===== src/hdl/mpgc_regs.svh =====
// register offsets, pin capability masks and reset values of the gpio port block
// assumes bit 8*p+b of every flat vector is pin b of port p (a=0 .. f=5)
//
// Contract
// - aux-supply pins grounded while supply absent
// - input with alternate output reads alternate value
// - output pin feeds latch level to alternate input
// - port b: 0 floating, 1 push-pull
// - port a option picks interrupt / push-pull
// - port c interrupt option, push-pull only
// - port d configured like port a
// - port e no interrupt, pe5 optional pull-up
// - port f true open-drain except 3:2
// - latch writes always stored, even as input
// - data read returns pin level
// - direction bit 0 input, 1 output
// - option 1 adds interrupt on a, c, d
// - output option 0 open-drain, 1 push-pull
// - no option register: direction alone decides
// - registers at indices 0..16, 5 unused, reset zero
// - true open-drain never drives high
// - any enabled low pin masks its group
// - request latch hidden, cleared on vector fetch
// - driving peripheral overrides and forces output
`ifndef MPGC_REGS_SVH
`define MPGC_REGS_SVH
// ==========================================
// register indices (byte address is four times the index)
`define MPGC_IDX_A_DATA 5'h00
`define MPGC_IDX_A_DIR  5'h01
`define MPGC_IDX_A_OPT  5'h02
`define MPGC_IDX_B_DATA 5'h03
`define MPGC_IDX_B_DIR  5'h04
`define MPGC_IDX_C_DATA 5'h06
`define MPGC_IDX_C_DIR  5'h07
`define MPGC_IDX_C_OPT  5'h08
`define MPGC_IDX_D_DATA 5'h09
`define MPGC_IDX_D_DIR  5'h0a
`define MPGC_IDX_D_OPT  5'h0b
`define MPGC_IDX_E_DATA 5'h0c
`define MPGC_IDX_E_DIR  5'h0d
`define MPGC_IDX_E_OPT  5'h0e
`define MPGC_IDX_F_DATA 5'h0f
`define MPGC_IDX_F_DIR  5'h10
`define MPGC_IDX_NONE   5'h1f
`define MPGC_REG_RESET  8'h00
// ==========================================
// per-pin capability masks
`define MPGC_HAS_OPT    48'h00ff_ffff_00ff
`define MPGC_INT_CAP    48'h0000_ffff_00ff
`define MPGC_PP_ONLY    48'h0c00_00ff_ff00
`define MPGC_TRUE_OD    48'h7300_0000_0000
`define MPGC_PRESENT    48'h7fff_ffff_ffff
`define MPGC_AUX_PINS   48'h00ff_0000_0000
`define MPGC_PE5_BIT    37
`endif


===== src/hdl/mpgc_pkg.sv =====
// types shared by the gpio port block
// assumes nothing beyond a systemverilog compiler
package mpgc_pkg;
  typedef logic [7:0] mpgc_byte_t;
  typedef logic [4:0] mpgc_idx_t;
  // ==========================================
  // bus slave states
  typedef enum logic [2:0] {
    MPGC_ST_IDLE  = 3'b001,
    MPGC_ST_WRITE = 3'b010,
    MPGC_ST_LATE  = 3'b100
  } mpgc_state_t;
endpackage


===== src/hdl/mpgc_bus_if.sv =====
// register access channel between bus slave and register file
// assumes both ends on mclk
`timescale 1ns/10ps
`default_nettype none
interface mpgc_bus_if;
  logic               wr_en;
  mpgc_pkg::mpgc_idx_t  wr_idx;
  mpgc_pkg::mpgc_byte_t wr_data;
  mpgc_pkg::mpgc_idx_t  rd_idx;
  mpgc_pkg::mpgc_byte_t rd_data;
  logic               rd_hit;
  modport slave (output wr_en, wr_idx, wr_data, rd_idx, input rd_data, rd_hit);
  modport regs  (input wr_en, wr_idx, wr_data, rd_idx, output rd_data, rd_hit);
endinterface
`default_nettype wire


===== src/hdl/mpgc_ahb_slave.sv =====
// ahb-lite slave front end for the gpio registers
// assumes single word transfers; read data captured in the address phase, or one cycle later behind a write
`timescale 1ns/10ps
`default_nettype none
`include "mpgc_regs.svh"
module mpgc_ahb_slave (
  input  wire logic        mclk,
  input  wire logic        reset,
  input  wire logic        hsel,
  input  wire logic [31:0] haddr,
  input  wire logic [1:0]  htrans,
  input  wire logic        hwrite,
  input  wire logic [2:0]  hsize,
  input  wire logic [31:0] hwdata,
  input  wire logic        hready,
  output var  logic        hreadyout,
  output var  logic [31:0] hrdata,
  output var  logic        hresp,
  mpgc_bus_if.slave        bus
);
  mpgc_pkg::mpgc_state_t state_reg;
  mpgc_pkg::mpgc_state_t state_next;
  mpgc_pkg::mpgc_idx_t   idx_reg;
  logic                  ok_reg;
  logic                  accept;
  logic                  addr_ok;
  logic                  rd_now;
  logic [31:0]           rd_word;

  assign accept  = hsel & htrans[1] & hready;
  assign addr_ok = (haddr[31:7] == 25'h0) & (haddr[1:0] == 2'b00) & (hsize == 3'b010);
  // a read behind a write waits one cycle so it sees the fresh value
  assign rd_now  = accept & ~hwrite & (state_reg != mpgc_pkg::MPGC_ST_WRITE);
  assign bus.rd_idx  = (state_reg == mpgc_pkg::MPGC_ST_LATE) ? idx_reg : haddr[6:2];
  assign bus.wr_en   = (state_reg == mpgc_pkg::MPGC_ST_WRITE) & ok_reg;
  assign bus.wr_idx  = idx_reg;
  assign bus.wr_data = hwdata[7:0];
  assign rd_word     = {24'h00_0000, bus.rd_hit ? bus.rd_data : 8'h00};

  always_comb begin
    state_next = mpgc_pkg::MPGC_ST_IDLE;
    if (accept & hwrite) begin
      state_next = mpgc_pkg::MPGC_ST_WRITE;
    end else if (accept & (state_reg == mpgc_pkg::MPGC_ST_WRITE)) begin
      state_next = mpgc_pkg::MPGC_ST_LATE;
    end
  end

  always_ff @(posedge mclk or posedge reset) begin
    if (reset) begin
      state_reg <= mpgc_pkg::MPGC_ST_IDLE;
      idx_reg   <= 5'h00;
      ok_reg    <= 1'b0;
      hreadyout <= 1'b1;
      hrdata    <= 32'h0000_0000;
      hresp     <= 1'b0;
    end else begin
      state_reg <= state_next;
      hresp     <= 1'b0;
      if (accept) begin
        idx_reg <= haddr[6:2];
        ok_reg  <= addr_ok;
      end
      if (rd_now) begin
        hrdata <= addr_ok ? rd_word : 32'h0000_0000;
      end else if (state_reg == mpgc_pkg::MPGC_ST_LATE) begin
        hrdata <= ok_reg ? rd_word : 32'h0000_0000;
      end
      hreadyout <= (state_next != mpgc_pkg::MPGC_ST_LATE);
    end
  end
endmodule
`default_nettype wire


===== src/hdl/mpgc_pin_sync.sv =====
// three-stage synchroniser with agreement filter for pin levels
// assumes asynchronous inputs; output follows once stages two and three agree
`timescale 1ns/10ps
`default_nettype none
module mpgc_pin_sync #(
  parameter int W = 1
) (
  input  wire logic         mclk,
  input  wire logic         reset,
  input  wire logic [W-1:0] async_in,
  output var  logic [W-1:0] sync_out
);
  logic [W-1:0] s1_reg;
  logic [W-1:0] s2_reg;
  logic [W-1:0] s3_reg;
  logic [W-1:0] agree;
  logic [W-1:0] sync_next;

  assign agree     = ~(s2_reg ^ s3_reg);
  assign sync_next = (agree & s3_reg) | (~agree & sync_out);

  always_ff @(posedge mclk or posedge reset) begin
    if (reset) begin
      s1_reg   <= '0;
      s2_reg   <= '0;
      s3_reg   <= '0;
      sync_out <= '0;
    end else begin
      s1_reg   <= async_in;
      s2_reg   <= s1_reg;
      s3_reg   <= s2_reg;
      sync_out <= sync_next;
    end
  end
endmodule
`default_nettype wire


===== src/hdl/mpgc_top.sv =====
// six-port gpio block: registers, pin drivers, alternate functions, interrupt groups
// assumes an ahb-lite master on mclk and external pads resolving out/oe_n
`timescale 1ns/10ps
`default_nettype none
`include "mpgc_regs.svh"
module mpgc_top (
  input  wire logic        mclk,
  input  wire logic        reset,
  input  wire logic        hsel,
  input  wire logic [31:0] haddr,
  input  wire logic [1:0]  htrans,
  input  wire logic        hwrite,
  input  wire logic [2:0]  hsize,
  input  wire logic [31:0] hwdata,
  input  wire logic        hready,
  output var  logic        hreadyout,
  output var  logic [31:0] hrdata,
  output var  logic        hresp,
  input  wire logic [47:0] pad_in,
  output var  logic [47:0] pad_out_reg,
  output var  logic [47:0] pad_oe_n_reg,
  input  wire logic        aux_io_supply,
  input  wire logic        nv_pullup_sel,
  output var  logic        pe5_pullup_reg,
  input  wire logic [47:0] alt_en,
  input  wire logic [47:0] alt_out_en,
  input  wire logic [47:0] alt_out,
  input  wire logic [47:0] alt_od,
  output var  logic [47:0] alt_in_reg,
  input  wire logic [5:0]  irq_sense,
  input  wire logic [2:0]  irq_ack,
  output var  logic [2:0]  irq_req_reg
);
  localparam logic [47:0] HAS_OPT = `MPGC_HAS_OPT;
  localparam logic [47:0] INT_CAP = `MPGC_INT_CAP;
  localparam logic [47:0] PP_ONLY = `MPGC_PP_ONLY;
  localparam logic [47:0] TRUE_OD = `MPGC_TRUE_OD;
  localparam logic [47:0] PRESENT = `MPGC_PRESENT;
  localparam logic [47:0] AUX     = `MPGC_AUX_PINS;
  localparam mpgc_pkg::mpgc_idx_t DATA_IDX [6] = '{`MPGC_IDX_A_DATA, `MPGC_IDX_B_DATA,
    `MPGC_IDX_C_DATA, `MPGC_IDX_D_DATA, `MPGC_IDX_E_DATA, `MPGC_IDX_F_DATA};
  localparam mpgc_pkg::mpgc_idx_t DIR_IDX [6] = '{`MPGC_IDX_A_DIR, `MPGC_IDX_B_DIR,
    `MPGC_IDX_C_DIR, `MPGC_IDX_D_DIR, `MPGC_IDX_E_DIR, `MPGC_IDX_F_DIR};
  localparam mpgc_pkg::mpgc_idx_t OPT_IDX [6] = '{`MPGC_IDX_A_OPT, `MPGC_IDX_NONE,
    `MPGC_IDX_C_OPT, `MPGC_IDX_D_OPT, `MPGC_IDX_E_OPT, `MPGC_IDX_NONE};
  // interrupt groups: ei0 port a, ei1 port d, ei2 port c
  localparam int GRP_PORT [3] = '{0, 3, 2};

  mpgc_bus_if bus ();

  logic [47:0] latch_reg;
  logic [47:0] dir_reg;
  logic [47:0] opt_reg;
  logic [47:0] latch_next;
  logic [47:0] dir_next;
  logic [47:0] opt_next;
  logic [47:0] pin_s;
  logic        aux_ok;
  logic [47:0] alt_drv;
  logic [47:0] out_mode;
  logic [47:0] drv_val;
  logic [47:0] push_pull;
  logic [47:0] aux_kill;
  logic [47:0] rd_bit;
  logic [47:0] alt_in_next;
  logic [47:0] pad_out_next;
  logic [47:0] pad_oe_n_next;
  logic [47:0] int_en;
  logic [7:0]  rd_part [6];
  logic [5:0]  hit_part;
  logic [2:0]  grp_lvl;
  logic [2:0]  grp_prev_reg;
  logic [2:0]  grp_rise;
  logic [2:0]  grp_fall;
  logic [2:0]  grp_set;
  logic [2:0]  irq_req_next;
  logic        pe5_pullup_next;

  // ==========================================
  // bus front end and synchronisers
  mpgc_ahb_slave u_slave (
    .mclk      (mclk),
    .reset     (reset),
    .hsel      (hsel),
    .haddr     (haddr),
    .htrans    (htrans),
    .hwrite    (hwrite),
    .hsize     (hsize),
    .hwdata    (hwdata),
    .hready    (hready),
    .hreadyout (hreadyout),
    .hrdata    (hrdata),
    .hresp     (hresp),
    .bus       (bus.slave)
  );

  // pins are sampled before any read or edge detection
  mpgc_pin_sync #(.W(48)) u_pin_sync (
    .mclk     (mclk),
    .reset    (reset),
    .async_in (pad_in),
    .sync_out (pin_s)
  );

  // supply seen as absent until it has passed the filter after reset
  mpgc_pin_sync #(.W(1)) u_aux_sync (
    .mclk     (mclk),
    .reset    (reset),
    .async_in (aux_io_supply),
    .sync_out (aux_ok)
  );

  // ==========================================
  // register file, per port
  genvar p;
  genvar i;
  generate
    for (p = 0; p < 6; p++) begin : g_port
      logic wr_data_sel;
      logic wr_dir_sel;
      logic wr_opt_sel;
      logic rd_data_sel;
      logic rd_dir_sel;
      logic rd_opt_sel;
      // decode over indices 0..16 with 5 left open
      assign wr_data_sel = bus.wr_en & (bus.wr_idx == DATA_IDX[p]);
      assign wr_dir_sel  = bus.wr_en & (bus.wr_idx == DIR_IDX[p]);
      assign wr_opt_sel  = bus.wr_en & (bus.wr_idx == OPT_IDX[p]);
      assign rd_data_sel = (bus.rd_idx == DATA_IDX[p]);
      assign rd_dir_sel  = (bus.rd_idx == DIR_IDX[p]);
      assign rd_opt_sel  = (bus.rd_idx == OPT_IDX[p]) & (OPT_IDX[p] != `MPGC_IDX_NONE);
      // latch takes every write whatever the direction
      assign latch_next[8*p+:8] = wr_data_sel ? bus.wr_data : latch_reg[8*p+:8];
      assign dir_next[8*p+:8]   = wr_dir_sel ? bus.wr_data : dir_reg[8*p+:8];
      // ports without option register keep zero there unless index 1f is written
      assign opt_next[8*p+:8]   = wr_opt_sel ? bus.wr_data : opt_reg[8*p+:8];
      assign hit_part[p] = rd_data_sel | rd_dir_sel | rd_opt_sel;
      assign rd_part[p]  = ({8{rd_data_sel}} & rd_bit[8*p+:8])
                         | ({8{rd_dir_sel}} & dir_reg[8*p+:8])
                         | ({8{rd_opt_sel}} & opt_reg[8*p+:8]);
    end
  endgenerate

  always_comb begin
    bus.rd_data = 8'h00;
    for (int k = 0; k < 6; k++) begin
      bus.rd_data = bus.rd_data | rd_part[k];
    end
  end
  assign bus.rd_hit = |hit_part;

  always_ff @(posedge mclk or posedge reset) begin
    if (reset) begin
      latch_reg <= {6{`MPGC_REG_RESET}};
      dir_reg   <= {6{`MPGC_REG_RESET}};
      opt_reg   <= {6{`MPGC_REG_RESET}};
    end else begin
      latch_reg <= latch_next;
      dir_reg   <= dir_next;
      opt_reg   <= opt_next;
    end
  end

  // ==========================================
  // pin configuration, per pin
  generate
    for (i = 0; i < 48; i++) begin : g_pin
      // a driving peripheral overrides and forces output
      assign alt_drv[i]  = alt_en[i] & alt_out_en[i];
      // direction 1 output, 0 input
      assign out_mode[i] = alt_drv[i] | dir_reg[i];
      assign drv_val[i]  = alt_drv[i] ? alt_out[i] : latch_reg[i];
      // b, c and f3:2 fixed push-pull; option 1 push-pull, 0 open-drain
      // true open-drain never gets the high-side driver
      assign push_pull[i] = ~TRUE_OD[i] & (alt_drv[i] ? ~alt_od[i]
                          : (PP_ONLY[i] | (HAS_OPT[i] & opt_reg[i])));
      assign aux_kill[i]  = AUX[i] & ~aux_ok;
      // pin level read back; alternate output when configured input
      assign rd_bit[i] = (aux_kill[i] | ~PRESENT[i]) ? 1'b0
                       : (~dir_reg[i] & alt_drv[i]) ? alt_out[i] : pin_s[i];
      // alternate input sees the latch when the direction bit makes the pin an output and no peripheral drives it
      assign alt_in_next[i] = aux_kill[i] ? 1'b0
                            : (dir_reg[i] & ~alt_drv[i]) ? latch_reg[i] : pin_s[i];
      assign pad_out_next[i]  = ~aux_kill[i] & PRESENT[i] & drv_val[i];
      assign pad_oe_n_next[i] = aux_kill[i] ? 1'b0
                              : ~(PRESENT[i] & out_mode[i] & (push_pull[i] | ~drv_val[i]));
      // interrupt input only on a, c, d with option 1 as input
      assign int_en[i] = INT_CAP[i] & ~dir_reg[i] & opt_reg[i] & ~alt_drv[i];
    end
  endgenerate

  // pull-up only while the pin is not actively driven high or low by push-pull
  assign pe5_pullup_next = nv_pullup_sel & aux_ok
                         & ~(out_mode[`MPGC_PE5_BIT] & push_pull[`MPGC_PE5_BIT]);

  always_ff @(posedge mclk or posedge reset) begin
    if (reset) begin
      pad_out_reg    <= 48'h0000_0000_0000;
      pad_oe_n_reg   <= ~`MPGC_AUX_PINS;
      alt_in_reg     <= 48'h0000_0000_0000;
      pe5_pullup_reg <= 1'b0;
    end else begin
      pad_out_reg    <= pad_out_next;
      pad_oe_n_reg   <= pad_oe_n_next;
      alt_in_reg     <= alt_in_next;
      pe5_pullup_reg <= pe5_pullup_next;
    end
  end

  // ==========================================
  // interrupt groups
  genvar g;
  generate
    for (g = 0; g < 3; g++) begin : g_grp
      logic [7:0] lvl_bits;
      logic [1:0] sense;
      // enabled pins are and-ed; a disabled group idles high
      assign lvl_bits    = pin_s[8*GRP_PORT[g]+:8] | ~int_en[8*GRP_PORT[g]+:8];
      assign grp_lvl[g]  = &lvl_bits;
      assign sense       = irq_sense[2*g+:2];
      assign grp_rise[g] = grp_lvl[g] & ~grp_prev_reg[g];
      assign grp_fall[g] = ~grp_lvl[g] & grp_prev_reg[g];
      assign grp_set[g]  = (sense == 2'b00) ? ~grp_lvl[g]
                         : (sense == 2'b01) ? grp_rise[g]
                         : (sense == 2'b10) ? grp_fall[g]
                         : (grp_rise[g] | grp_fall[g]);
      // hidden latch, vector fetch clears, a new event wins
      assign irq_req_next[g] = grp_set[g] | (irq_req_reg[g] & ~irq_ack[g]);
    end
  endgenerate

  always_ff @(posedge mclk or posedge reset) begin
    if (reset) begin
      grp_prev_reg <= 3'b111;
      irq_req_reg  <= 3'b000;
    end else begin
      grp_prev_reg <= grp_lvl;
      irq_req_reg  <= irq_req_next;
    end
  end
endmodule
`default_nettype wire


===== config.mk =====
export PLATFORM = sky130hd
export DESIGN_NAME = mpgc_top
export DESIGN_NICKNAME = d
export VERILOG_FILES = /design/src/hdl/mpgc_pkg.sv /design/src/hdl/mpgc_bus_if.sv /design/src/hdl/mpgc_ahb_slave.sv /design/src/hdl/mpgc_pin_sync.sv /design/src/hdl/mpgc_top.sv
export VERILOG_INCLUDE_DIRS = /design/src /design/src/hdl
export SDC_FILE = /design/constraint.sdc
export NUM_CORES = 1
export LEC_CHECK = 0
export BUFFER_PORTS_ARGS = -buffer_cell sky130_fd_sc_hd__buf_4
export CORE_UTILIZATION = 50
export CTS_CLUSTER_DIAMETER = 150
export DETAILED_ROUTE_END_ITERATION = 8
export PLACE_DENSITY = 0.76
export SYNTH_ARGS = -nofsm -noshare
export SYNTH_HDL_FRONTEND = slang
export SYNTH_SLANG_ARGS = --single-unit
export TNS_END_PERCENT = 5

===== constraint.sdc =====
create_clock -name mclk -period 42 [get_ports mclk]
set_input_delay 0 -clock mclk [delete_from_list [all_inputs] [get_ports mclk]]
set_output_delay 0 -clock mclk [all_outputs]
set_load 0.05 [all_outputs]

# Yosys cells after proc, flatten, opt, wreduce, memory -nomap -nowiden
# Index checks and enable logic that the tools add are counted.
[word_totals]
register_bits = 515
wordCells = 991
inputBits = 325
[op_classes]
reduce_logical = 12
mux = 225
n_eq_ne = 41
bitwise = 678
[ops]
columns = ["op", "n"]
rows = [
  ["bitwise AND 1 bit", 285],
  ["NOT 1 bit", 243],
  ["2-to-1 mux 1 bit", 217],
  ["bitwise OR 8 bit", 18],
  ["bitwise AND 8 bit", 15],
  ["bitwise OR 1 bit", 106],
  ["bitwise AND 48 bit", 2],
  ["NOT 48 bit", 2],
  ["== test 5 x 4 -> 1 bit, second input constant", 16],
  ["2-to-1 mux 32 bit", 2],
  ["bitwise OR 48 bit", 1],
  ["XOR 48 bit", 1],
  ["== test 5 x 3 -> 1 bit, second input constant", 6],
  ["logical NOT 25 bit", 1],
  ["2-to-1 mux 8 bit", 3],
  ["NOT 8 bit", 3],
  ["AND reduction 8 bit", 3],
  ["== test 5 x 2 -> 1 bit, second input constant", 4],
  ["== test 5 x 1 -> 1 bit, second input constant", 2],
  ["== test 5 bit, second input constant", 2],
  ["logical NOT 5 bit", 2],
  ["bitwise AND 8 x 7 -> 8 bit", 1],
  ["logical NOT 2 bit", 4],
  ["== test 2 x 1 -> 1 bit, second input constant", 3],
  ["10 further kinds", 14],
]

# Logic depth before layout (Yosys ltp)
# Gate-level depths: netlist (run 1).
[logic_depth]
depth_word = 15
depth_mapped = 11
ltp_nobuf = 10

# Modules after synthesis
# A second synthesis (run 1) with hierarchy kept.
[unflattened]
hier_cells = 1538
area_unflattened_um2 = 19662.6
[by_module_without_submodules]
columns = ["module", "cells_per_inst", "area_each_um2", "n_inst", "seq_area_each_um2"]
rows = [
  ["mpgc_top", 1154, 12973.7, 1, 6984.2],
  ["mpgc_pin_sync at u_pin_sync", 241, 5348.9, 1, 4804.6],
  ["mpgc_ahb_slave", 137, 1224.9, 1, 452.9],
  ["mpgc_pin_sync at u_aux_sync", 6, 115.1, 1, 100.1],
]

# Worst setup path before layout (run 1)
# OpenSTA, ideal clock, no wires.
[synth_path]
kind = "register -> register"
from = "register u_slave.state_reg[1]"
to = "register u_slave.hrdata[1]"
n_path_buf = 0
path_stages_with_launch = 7
t_arrival_ps = 2175
required_time_ps = 41871
setup_slack_ps = 39695
cell_sequence = "dfrtp_1 > nor3b_4 > mux2_2 > o21ai_1 > o2bb2ai_1 > or4_1 > o41a_1"
[synth_between]
elab_chain_len = 15
[synth_lines]
columns = ["item", "line_no", "text"]
rows = [
  ["start, declared", "mpgc_ahb_slave.sv:21", "mpgc_pkg::mpgc_state_t state_reg;"],
  ["start signal, assigned", "mpgc_ahb_slave.sv:51", "state_reg <= mpgc_pkg::MPGC_ST_IDLE;"],
  ["start signal, assigned", "mpgc_ahb_slave.sv:58", "state_reg <= state_next;"],
  ["== test 3 bit", "mpgc_ahb_slave.sv:34, mpgc_ahb_slave.sv:66", ""],
  ["2-to-1 mux 5 bit", "mpgc_ahb_slave.sv:34", "assign bus.rd_idx = (state_reg == mpgc_pkg::MPGC_ST_LATE) ? idx_reg : haddr[6:2];"],
  ["== test 5 x 1 -> 1 bit or logical NOT 5 bit (tied branches)", "mpgc_top.sv:130, mpgc_top.sv:129", ""],
  ["bitwise AND 8 bit, on equally long branches", "mpgc_top.sv:139, mpgc_top.sv:138", ""],
  ["bitwise OR 8 bit", "mpgc_top.sv:139", "| ({8{rd_dir_sel}} & dir_reg[8*p+:8])"],
  ["bitwise OR 8 bit", "mpgc_top.sv:140", "| ({8{rd_opt_sel}} & opt_reg[8*p+:8]);"],
  ["bitwise OR 8 bit (5 in series)", "mpgc_top.sv:147", "bus.rd_data = bus.rd_data | rd_part[k];"],
  ["2-to-1 mux 8 bit", "mpgc_ahb_slave.sv:38", "assign rd_word = {24'h00_0000, bus.rd_hit ? bus.rd_data : 8'h00};"],
  ["2-to-1 mux 8 bit", "mpgc_ahb_slave.sv:67", "hrdata <= ok_reg ? rd_word : 32'h0000_0000;"],
  ["2-to-1 mux 32 bit", "mpgc_ahb_slave.sv:66", "end else if (state_reg == mpgc_pkg::MPGC_ST_LATE) begin"],
  ["2-to-1 mux 32 bit", "mpgc_ahb_slave.sv:64", "if (rd_now) begin"],
  ["end signal, assigned", "mpgc_ahb_slave.sv:65", "hrdata <= addr_ok ? rd_word : 32'h0000_0000;"],
  ["end signal, assigned", "mpgc_ahb_slave.sv:67", ""],
  ["end, declared", "mpgc_ahb_slave.sv:17", "output var logic [31:0] hrdata,"],
]
# Several ways; a longest one is shown, not always the timed one. The select of a mux whose other input is x is not followed.
# A chain may end at the register's enable or synchronous reset.

# Worst setup path after layout (run 1)
[layout_path]
from = "register u_slave.state_reg[0]"
to = "register u_slave.hrdata[1]"
# Same word-level chain as after synthesis.

==> results.sh, run 1 <==
export IMPL_status="finished clean"
export IMPL_drive_above_1_share_pct=32.18
export IMPL_gp_congestion=0.9299
export IMPL_ys_flop_type="dfrtp_1"
export IMPL_netlist_area_um2=19820
export IMPL_p_sw_mw=0.3445
export IMPL_synth_area_leaders="dfrtp_1 (56%), mux2_2 (12%), dfstp_2 (5.8%)"
export IMPL_start_util_pct=50.93
export IMPL_slew_headroom_pct=12.98
export IMPL_ys_ff_latch=491
export IMPL_design_area_um2=29540
export IMPL_area_delta_synth_final_pct=49.01
export IMPL_hp_class="in2reg"
export IMPL_pwr_share_seq_pct=43.5
export IMPL_layout_nets=2782
export IMPL_track_usage_pct=37.25
export IMPL_clk_latency_ns=0.60
export IMPL_grt_max_degree=170
export IMPL_skew_ns=0.02328
export IMPL_cts_buffers_inserted=50
export IMPL_grt_overflow=0
export IMPL_worst_pin_slew_ns=1.302
export IMPL_fmax_mhz=312.5
export IMPL_drtAntennaViolNets=0
export IMPL_nFillCells=2321
export IMPL_crit_path_end_kind="register"
export IMPL_cp_max_fo=11
export IMPL_netlist_instances=1571
export IMPL_io_pins=507
export IMPL_p_per_area_nw_per_um2=41.86
export IMPL_p_clk_share_pct=39.3
export IMPL_final_min_clock_period_ns=3.200
export IMPL_dr_pass1_iters=5
export IMPL_synth_most_common_cell="dfrtp_1"
export IMPL_antenna_found_initial=5
export IMPL_start_kind="register"
export IMPL_combinationalPowerShare_pct=17.2
export IMPL_post_route_period_util_pct=7.619
export IMPL_drv_slew=0
export IMPL_switching_share_pct=27.87
export IMPL_cts_path_max_buffers=3
export IMPL_die_h_um=201.1
export IMPL_slowest_delay_ns=0.83
export IMPL_maxCapViolations=0
export IMPL_place_hpwl_um=43780
export IMPL_crit_type="reg2reg"
export IMPL_htree_levels=2
export IMPL_avgViaCountPerCell=5.774
export IMPL_yosysWarnings=0
export IMPL_worst_hold_slack_ns=0.05378
export IMPL_setup_viol_count_final=0
export IMPL_finalHoldViolCount=0
export IMPL_avgSynthCellArea_um2=12.62
export IMPL_synth_edff_count=0
export IMPL_drt_iter0_drc=1453
export IMPL_yosysUniqueCellTypes=70
export IMPL_cts_sinks=491
export IMPL_core_um2=38920
export IMPL_path_clk_slew_ns=0.06
export IMPL_arrival_ns=3.67
export IMPL_rows=72
export IMPL_cts_resized=0
export IMPL_async_reset_ff_share_pct=100.0
export IMPL_synthTopCellsByCount="dfrtp_1 (447), mux2_2 (205), nand2_1 (194)"
export IMPL_num_vias=17410
export IMPL_p_int_mw=0.8919
export IMPL_grt_pass1_wl_um=113000
export IMPL_cts_tree="yes"
export IMPL_root_buffer="clkbuf_16"
export IMPL_cp_required_ns=42.47
export IMPL_routedWlPerCell_um=24.89
export IMPL_p_leak_nw=13.19
export IMPL_cp_cell_sequence="or3b_1, nor4b_1, o21ai_1, o2bb2ai_1, or4_1, o41a_1"
export IMPL_synth_top_area_share_pct=56.43
export IMPL_synth_seq_area_share_pct=62.26
export IMPL_cp_slowest_cell="o21ai_1"
export IMPL_rsz0062_at_grt="false"
export IMPL_finalSetupTns_ns=0
export IMPL_die_x_um=201.1
export IMPL_grt_pass1_vias=18810
export IMPL_route_detailed_drc=0
export IMPL_io_buffers=447
export IMPL_dpl_cell_area_um2=23700
export IMPL_ir_drop_v=0.00003525
export IMPL_post_synth_top_area_cell="dfrtp_1"
export IMPL_drt_wl_total_um=75070
export IMPL_dieArea_um2=40440
metrics by stage:
| stage | power (mW) | util [%] | cells | setup slack (ns) |
|---|---|---|---|---|
| after floorplan | 0.6406 | - | 1596 | 28.37 |
| after global placement | 0.7087 | 60.89 | 2515 | 38.96 |
| after detailed placement | 0.7120 | 60.89 | 2515 | 38.95 |
| after CTS | 1.225 | 75.86 | 3010 | 38.94 |
| after global routing | 1.271 | 75.89 | 3016 | 38.74 |
| final | 1.236 | 75.89 | 3016 | 38.80 |
cell usage in the layout, fill, tap and decap left out, types with 9 or more instances in the layout:
cell type / count
buf_4: 456
dfrtp_1: 447
dlygate4sd3_1: 402
mux2_2: 205
nand2_1: 194
nor2_1: 100
a21oi_1: 71
clkbuf_16: 51
maj3_1: 49
nand3_1: 46
mux2i_1: 44
dfstp_2: 44
conb_1: 27
o21ai_0: 26
inv_1: 22
a31oi_1: 22
a22oi_1: 21
nand2b_1: 19
a21boi_0: 17
clkbuf_8: 15
nand4_1: 14
and3_1: 12
nor3_1: 11
nor4_1: 10
a32o_1: 9
o22ai_1: 9
clkbuf_1: 9
final timing paths:
check / start / endpoint / slack, ns / cells after the start
min: pad_in[23] / u_pin_sync.s1_reg[23]$_DFF_PP0_ / 0.05 / 2
max: u_slave.state_reg[0]$_DFF_PP1_ / u_slave.hrdata[1]$_DFFE_PP0P_ / 38.80 / 6
max reg2reg: u_slave.state_reg[0]$_DFF_PP1_ / u_slave.hrdata[1]$_DFFE_PP0P_ / 38.80 / 6
max in group asynchronous: reset / asynchronous set/reset pin / 39.59 / 5
min reg2reg: u_pin_sync.s1_reg[12]$_DFF_PP0_ / u_pin_sync.s2_reg[12]$_DFF_PP0_ / 0.35 / 0
min in group asynchronous: reset / u_pin_sync.s1_reg[15]$_DFF_PP0_ / 0.10 / 3
what timing repair did:
action / 4_1_cts / 5_1_grt
endpoints found under the setup margin: 0 / 0
hold endpoints to repair: 448 / 0
buffers inserted: 0 / 0
hold buffers: 402 / 0
critical path: cells and delay by family, from the launching register on:
kind | cells | cell delay, ns
AND/OR/NAND/NOR | 3 | 1.14
flip-flops | 1 | 0.58
AO/OA/AOI/OAI | 3 | 1.36
area by class of cell:
type	instances	area, um2	area share (%)
diodes	6	15.01	0.05083
clock buffers	75	1516	5.134
clock inverters	18	282.8	0.9574
inverters	23	93.84	0.3177
multi-input cells	1026	7171	24.28
flip-flops and latches	491	12340	41.79
well taps	518	648.1	2.194
repair buffers	859	7467	25.28
power by group through the flow:
stage          sequential (mW)  clock (mW)  combinational (mW)
2_1_floorplan            0.578           0              0.0622
3_3_place_gp             0.541           0               0.167
3_5_place_dp             0.542           0               0.170
4_1_cts                  0.534       0.486               0.205
5_1_grt                  0.540       0.508               0.223
6_report                 0.538       0.486               0.213
kinds of logic after synthesis:
group | count (synthesis) | synth area share (%)
adders and majority gates | 55 | 2.853
other | 2 | 0.03789
buffers and inverters | 79 | 2.064
DFF | 491 | 62.26
muxes | 249 | 13.87
and+or+nand+nor | 457 | 10.78
AOI/OAI and AO/OA | 238 | 8.136
routing by layer:
| metal | global-route usage [%] | wire length (um) |
|---|---|---|
| met1 | 45.45 | 28130 |
| met4 | 18.10 | 3624 |
| met2 | 62.52 | 37180 |
| met5 | 0 | 0 |
| met3 | 8.552 | 6137 |
Power figures use the tool's default switching activity.
==> run 2: changes to the inputs <==
==> constraint.sdc (replaced) <==
create_clock -name mclk -period 3.2 [get_ports mclk]
set_input_delay 0 -clock mclk [delete_from_list [all_inputs] [get_ports mclk]]
set_output_delay 0 -clock mclk [all_outputs]
set_load 0.05 [all_outputs]
==> run 2 against run 1 <==
  * Clock power grew to 12 times the previous value
  * Sequential share of layout area hardly changed
  * Critical path depth is 1 higher
  * Die area stayed put
  * Flip-flop and latch count stayed put
  * Register-to-register slack worse by 38 ns
  * Combinational power grew to 13 times the previous value
  * Routed wire length is 0.48% lower
  * Non-clock buffer count is 27 higher
  * Via count is 0.24% higher
  * Critical endpoint is now u_slave.hrdata[2]$_DFFE_PP0P_
==> results.sh, run 2 (synthesis results as in run 1) <==
export IMPL_io_pins=507
export IMPL_io_buffers=447
export IMPL_cts_setup_buffers=0
export IMPL_skew_ns=0.02201
export IMPL_cp_max_fo=11
export IMPL_nFillCells=2280
export IMPL_slowest_delay_ns=0.58
export IMPL_cts_buffers_inserted=49
export IMPL_core_um2=38920
export IMPL_final_min_clock_period_ns=2.799
export IMPL_slew_headroom_pct=44.97
export IMPL_avgViaCountPerCell=5.746
export IMPL_dpl_cell_area_um2=23990
export IMPL_path_buf_inv=1
export IMPL_grt_pass1_vias=18810
export IMPL_cts_sinks=491
export IMPL_crit_family="simple AND/OR/NAND/NOR gates"
export IMPL_setup_slack_ns=0.4007
export IMPL_multi_input_area_um2=7164
export IMPL_die_h_um=201.1
export IMPL_regArea_um2=12340
export IMPL_htree_levels=2
export IMPL_drive_above_1_share_pct=32.68
export IMPL_status="finished clean"
export IMPL_start_util_pct=50.93
export IMPL_root_buffer="clkbuf_16"
export IMPL_cts_path_max_buffers=3
export IMPL_path_clk_slew_ns=0.07
export IMPL_start_kind="register"
export IMPL_power_mw=15.65
export IMPL_routedWlPerCell_um=24.59
export IMPL_track_usage_pct=37.25
export IMPL_die_x_um=201.1
export IMPL_crit_type="reg2reg"
export IMPL_grt_use_met1_pct=46.58
export IMPL_fmax_mhz=357.2
export IMPL_finalHoldViolCount=0
export IMPL_mostFrequentLayoutCells="buf_4 (485), dfrtp_1 (447), dlygate4sd3_1 (396), mux2_2 (205), nand2_1 (194)"
export IMPL_cp_required_ns=3.70
export IMPL_grt_overflow=0
export IMPL_rsz0062_at_grt="false"
export IMPL_worst_pin_slew_ns=0.8238
export IMPL_route_detailed_drc=0
export IMPL_dp_slack_ns=0.3966
export IMPL_grt_util_met2_pct=63.22
export IMPL_worst_hold_slack_ns=0.04670
export IMPL_dieArea_um2=40440
export IMPL_num_vias=17460
export IMPL_grt_pass1_wl_um=113000
export IMPL_maxCapViolations=0
export IMPL_rows=72
export IMPL_p_per_area_nw_per_um2=529.3
export IMPL_clk_latency_ns=0.59
export IMPL_gp_congestion=0.9593
export IMPL_hp_class="in2reg"
export IMPL_layout_cells_most_common="buf_4"
export IMPL_grt_busiest_layer="met2"
export IMPL_p_leak_nw=13.25
export IMPL_drt_wl_total_um=74710
export IMPL_cp_cell_sequence="or3b_1, nor4b_1, o21ai_1, buf_4, a21oi_1, nor3_1, a32oi_1"
export IMPL_setup_viol_count_final=0
export IMPL_post_route_period_util_pct=87.48
export IMPL_layout_nets=2808
export IMPL_arrival_ns=3.30
export IMPL_dr_pass1_iters=6
export IMPL_ir_drop_v=0.0004376
export IMPL_place_hpwl_um=45310
export IMPL_cts_tree="yes"
export IMPL_crit_path_end_kind="register"
export IMPL_cp_slowest_cell="or3b_1"
export IMPL_grt_max_degree=115
export IMPL_drv_slew=0
export IMPL_antenna_found_initial=3
export IMPL_drt_iter0_drc=1426
export IMPL_drtAntennaViolNets=0
export IMPL_area_delta_synth_final_pct=49.15
export IMPL_grtUsageMet3_pct=6.268
export IMPL_design_area_um2=29560
## run 2: cell types whose count changed in the layout (fill, tap and decap cells not counted)
cell / change
nor4_2: -1
diode_2: -4
dlygate4sd3_1: -6
buf_4: +29
inv_8: -1
clkbuf_8: -8
clkinv_2: +2
bufinv_16: -4
clkbuf_1: +10
nor4_1: +1
buf_12: +4
## run 2: report_power, final
part           internal (mW)  switching, mW  leakage [nW]  total [mW]
logic                   1.22           1.61          6.74        2.83
registers               6.66          0.375          5.72        7.04
clock network           3.35           2.43         0.780        5.79
total                   11.2           4.42          13.2        15.6
## run 2: worst paths after layout
kind / from / end / slack (ns) / cells after the start
max reg2reg: u_slave.state_reg[1]$_DFF_PP0_ / u_slave.hrdata[2]$_DFFE_PP0P_ / 0.40 / 7
min: alt_en[18] / grp_prev_reg[2]$_DFF_PP1_ / 0.05 / 5
max in group asynchronous: reset / asynchronous set/reset pin / 2.00 / 4
max: u_slave.state_reg[1]$_DFF_PP0_ / u_slave.hrdata[2]$_DFFE_PP0P_ / 0.40 / 7
min in group asynchronous: reset / asynchronous set/reset pin / 0.15 / 3
min reg2reg: u_pin_sync.s1_reg[31]$_DFF_PP0_ / u_pin_sync.s2_reg[31]$_DFF_PP0_ / 0.34 / 0
## run 2: repair_timing
item                                    in CTS  in global routing
endpoints found under the setup margin       0                  0
hold endpoints to repair                   358                  0
gates resized for setup                      0                  0
hold buffers                               396                  0
## run 2: layer usage
metal / part of all wire (%) / wire length (um) / vias to the layer above
met4: 4.8 / 3591 / 0
li1: - / - / 7403
met1: 38 / 28590 / 8845
met2: 50 / 37120 / 961
met3: 7.2 / 5408 / 246
met5: 0 / 0 / -
## run 2: area by class of cell
cell class                      count  share of cell area (%)
Antenna cell                        2                 0.01693
Clock buffer                       77                   4.884
Clock inverter                     15                  0.5587
Inverter                           23                  0.3047
Multi-Input combinational cell   1026                   24.23
Sequential cell                   491                   41.75
Tap cell                          518                   2.192
Timing Repair Buffer              886                   26.06
## run 2: tightest hold or removal path: stages
cell	delay, ns
buf_4	0.12
nand2_1	0.21
nand3_1	0.13
nand4_1	0.08
nor2_1	0.09
## run 2: stage by stage
step	instances	setup TNS [ns]	utilization [%]
floorplan	1596	-1599.32	-
global placement	2548	0	61.63
detailed placement	2548	0	61.63
CTS	3036	0	75.95
global route	3038	0	75.96
finish	3038	0	75.96
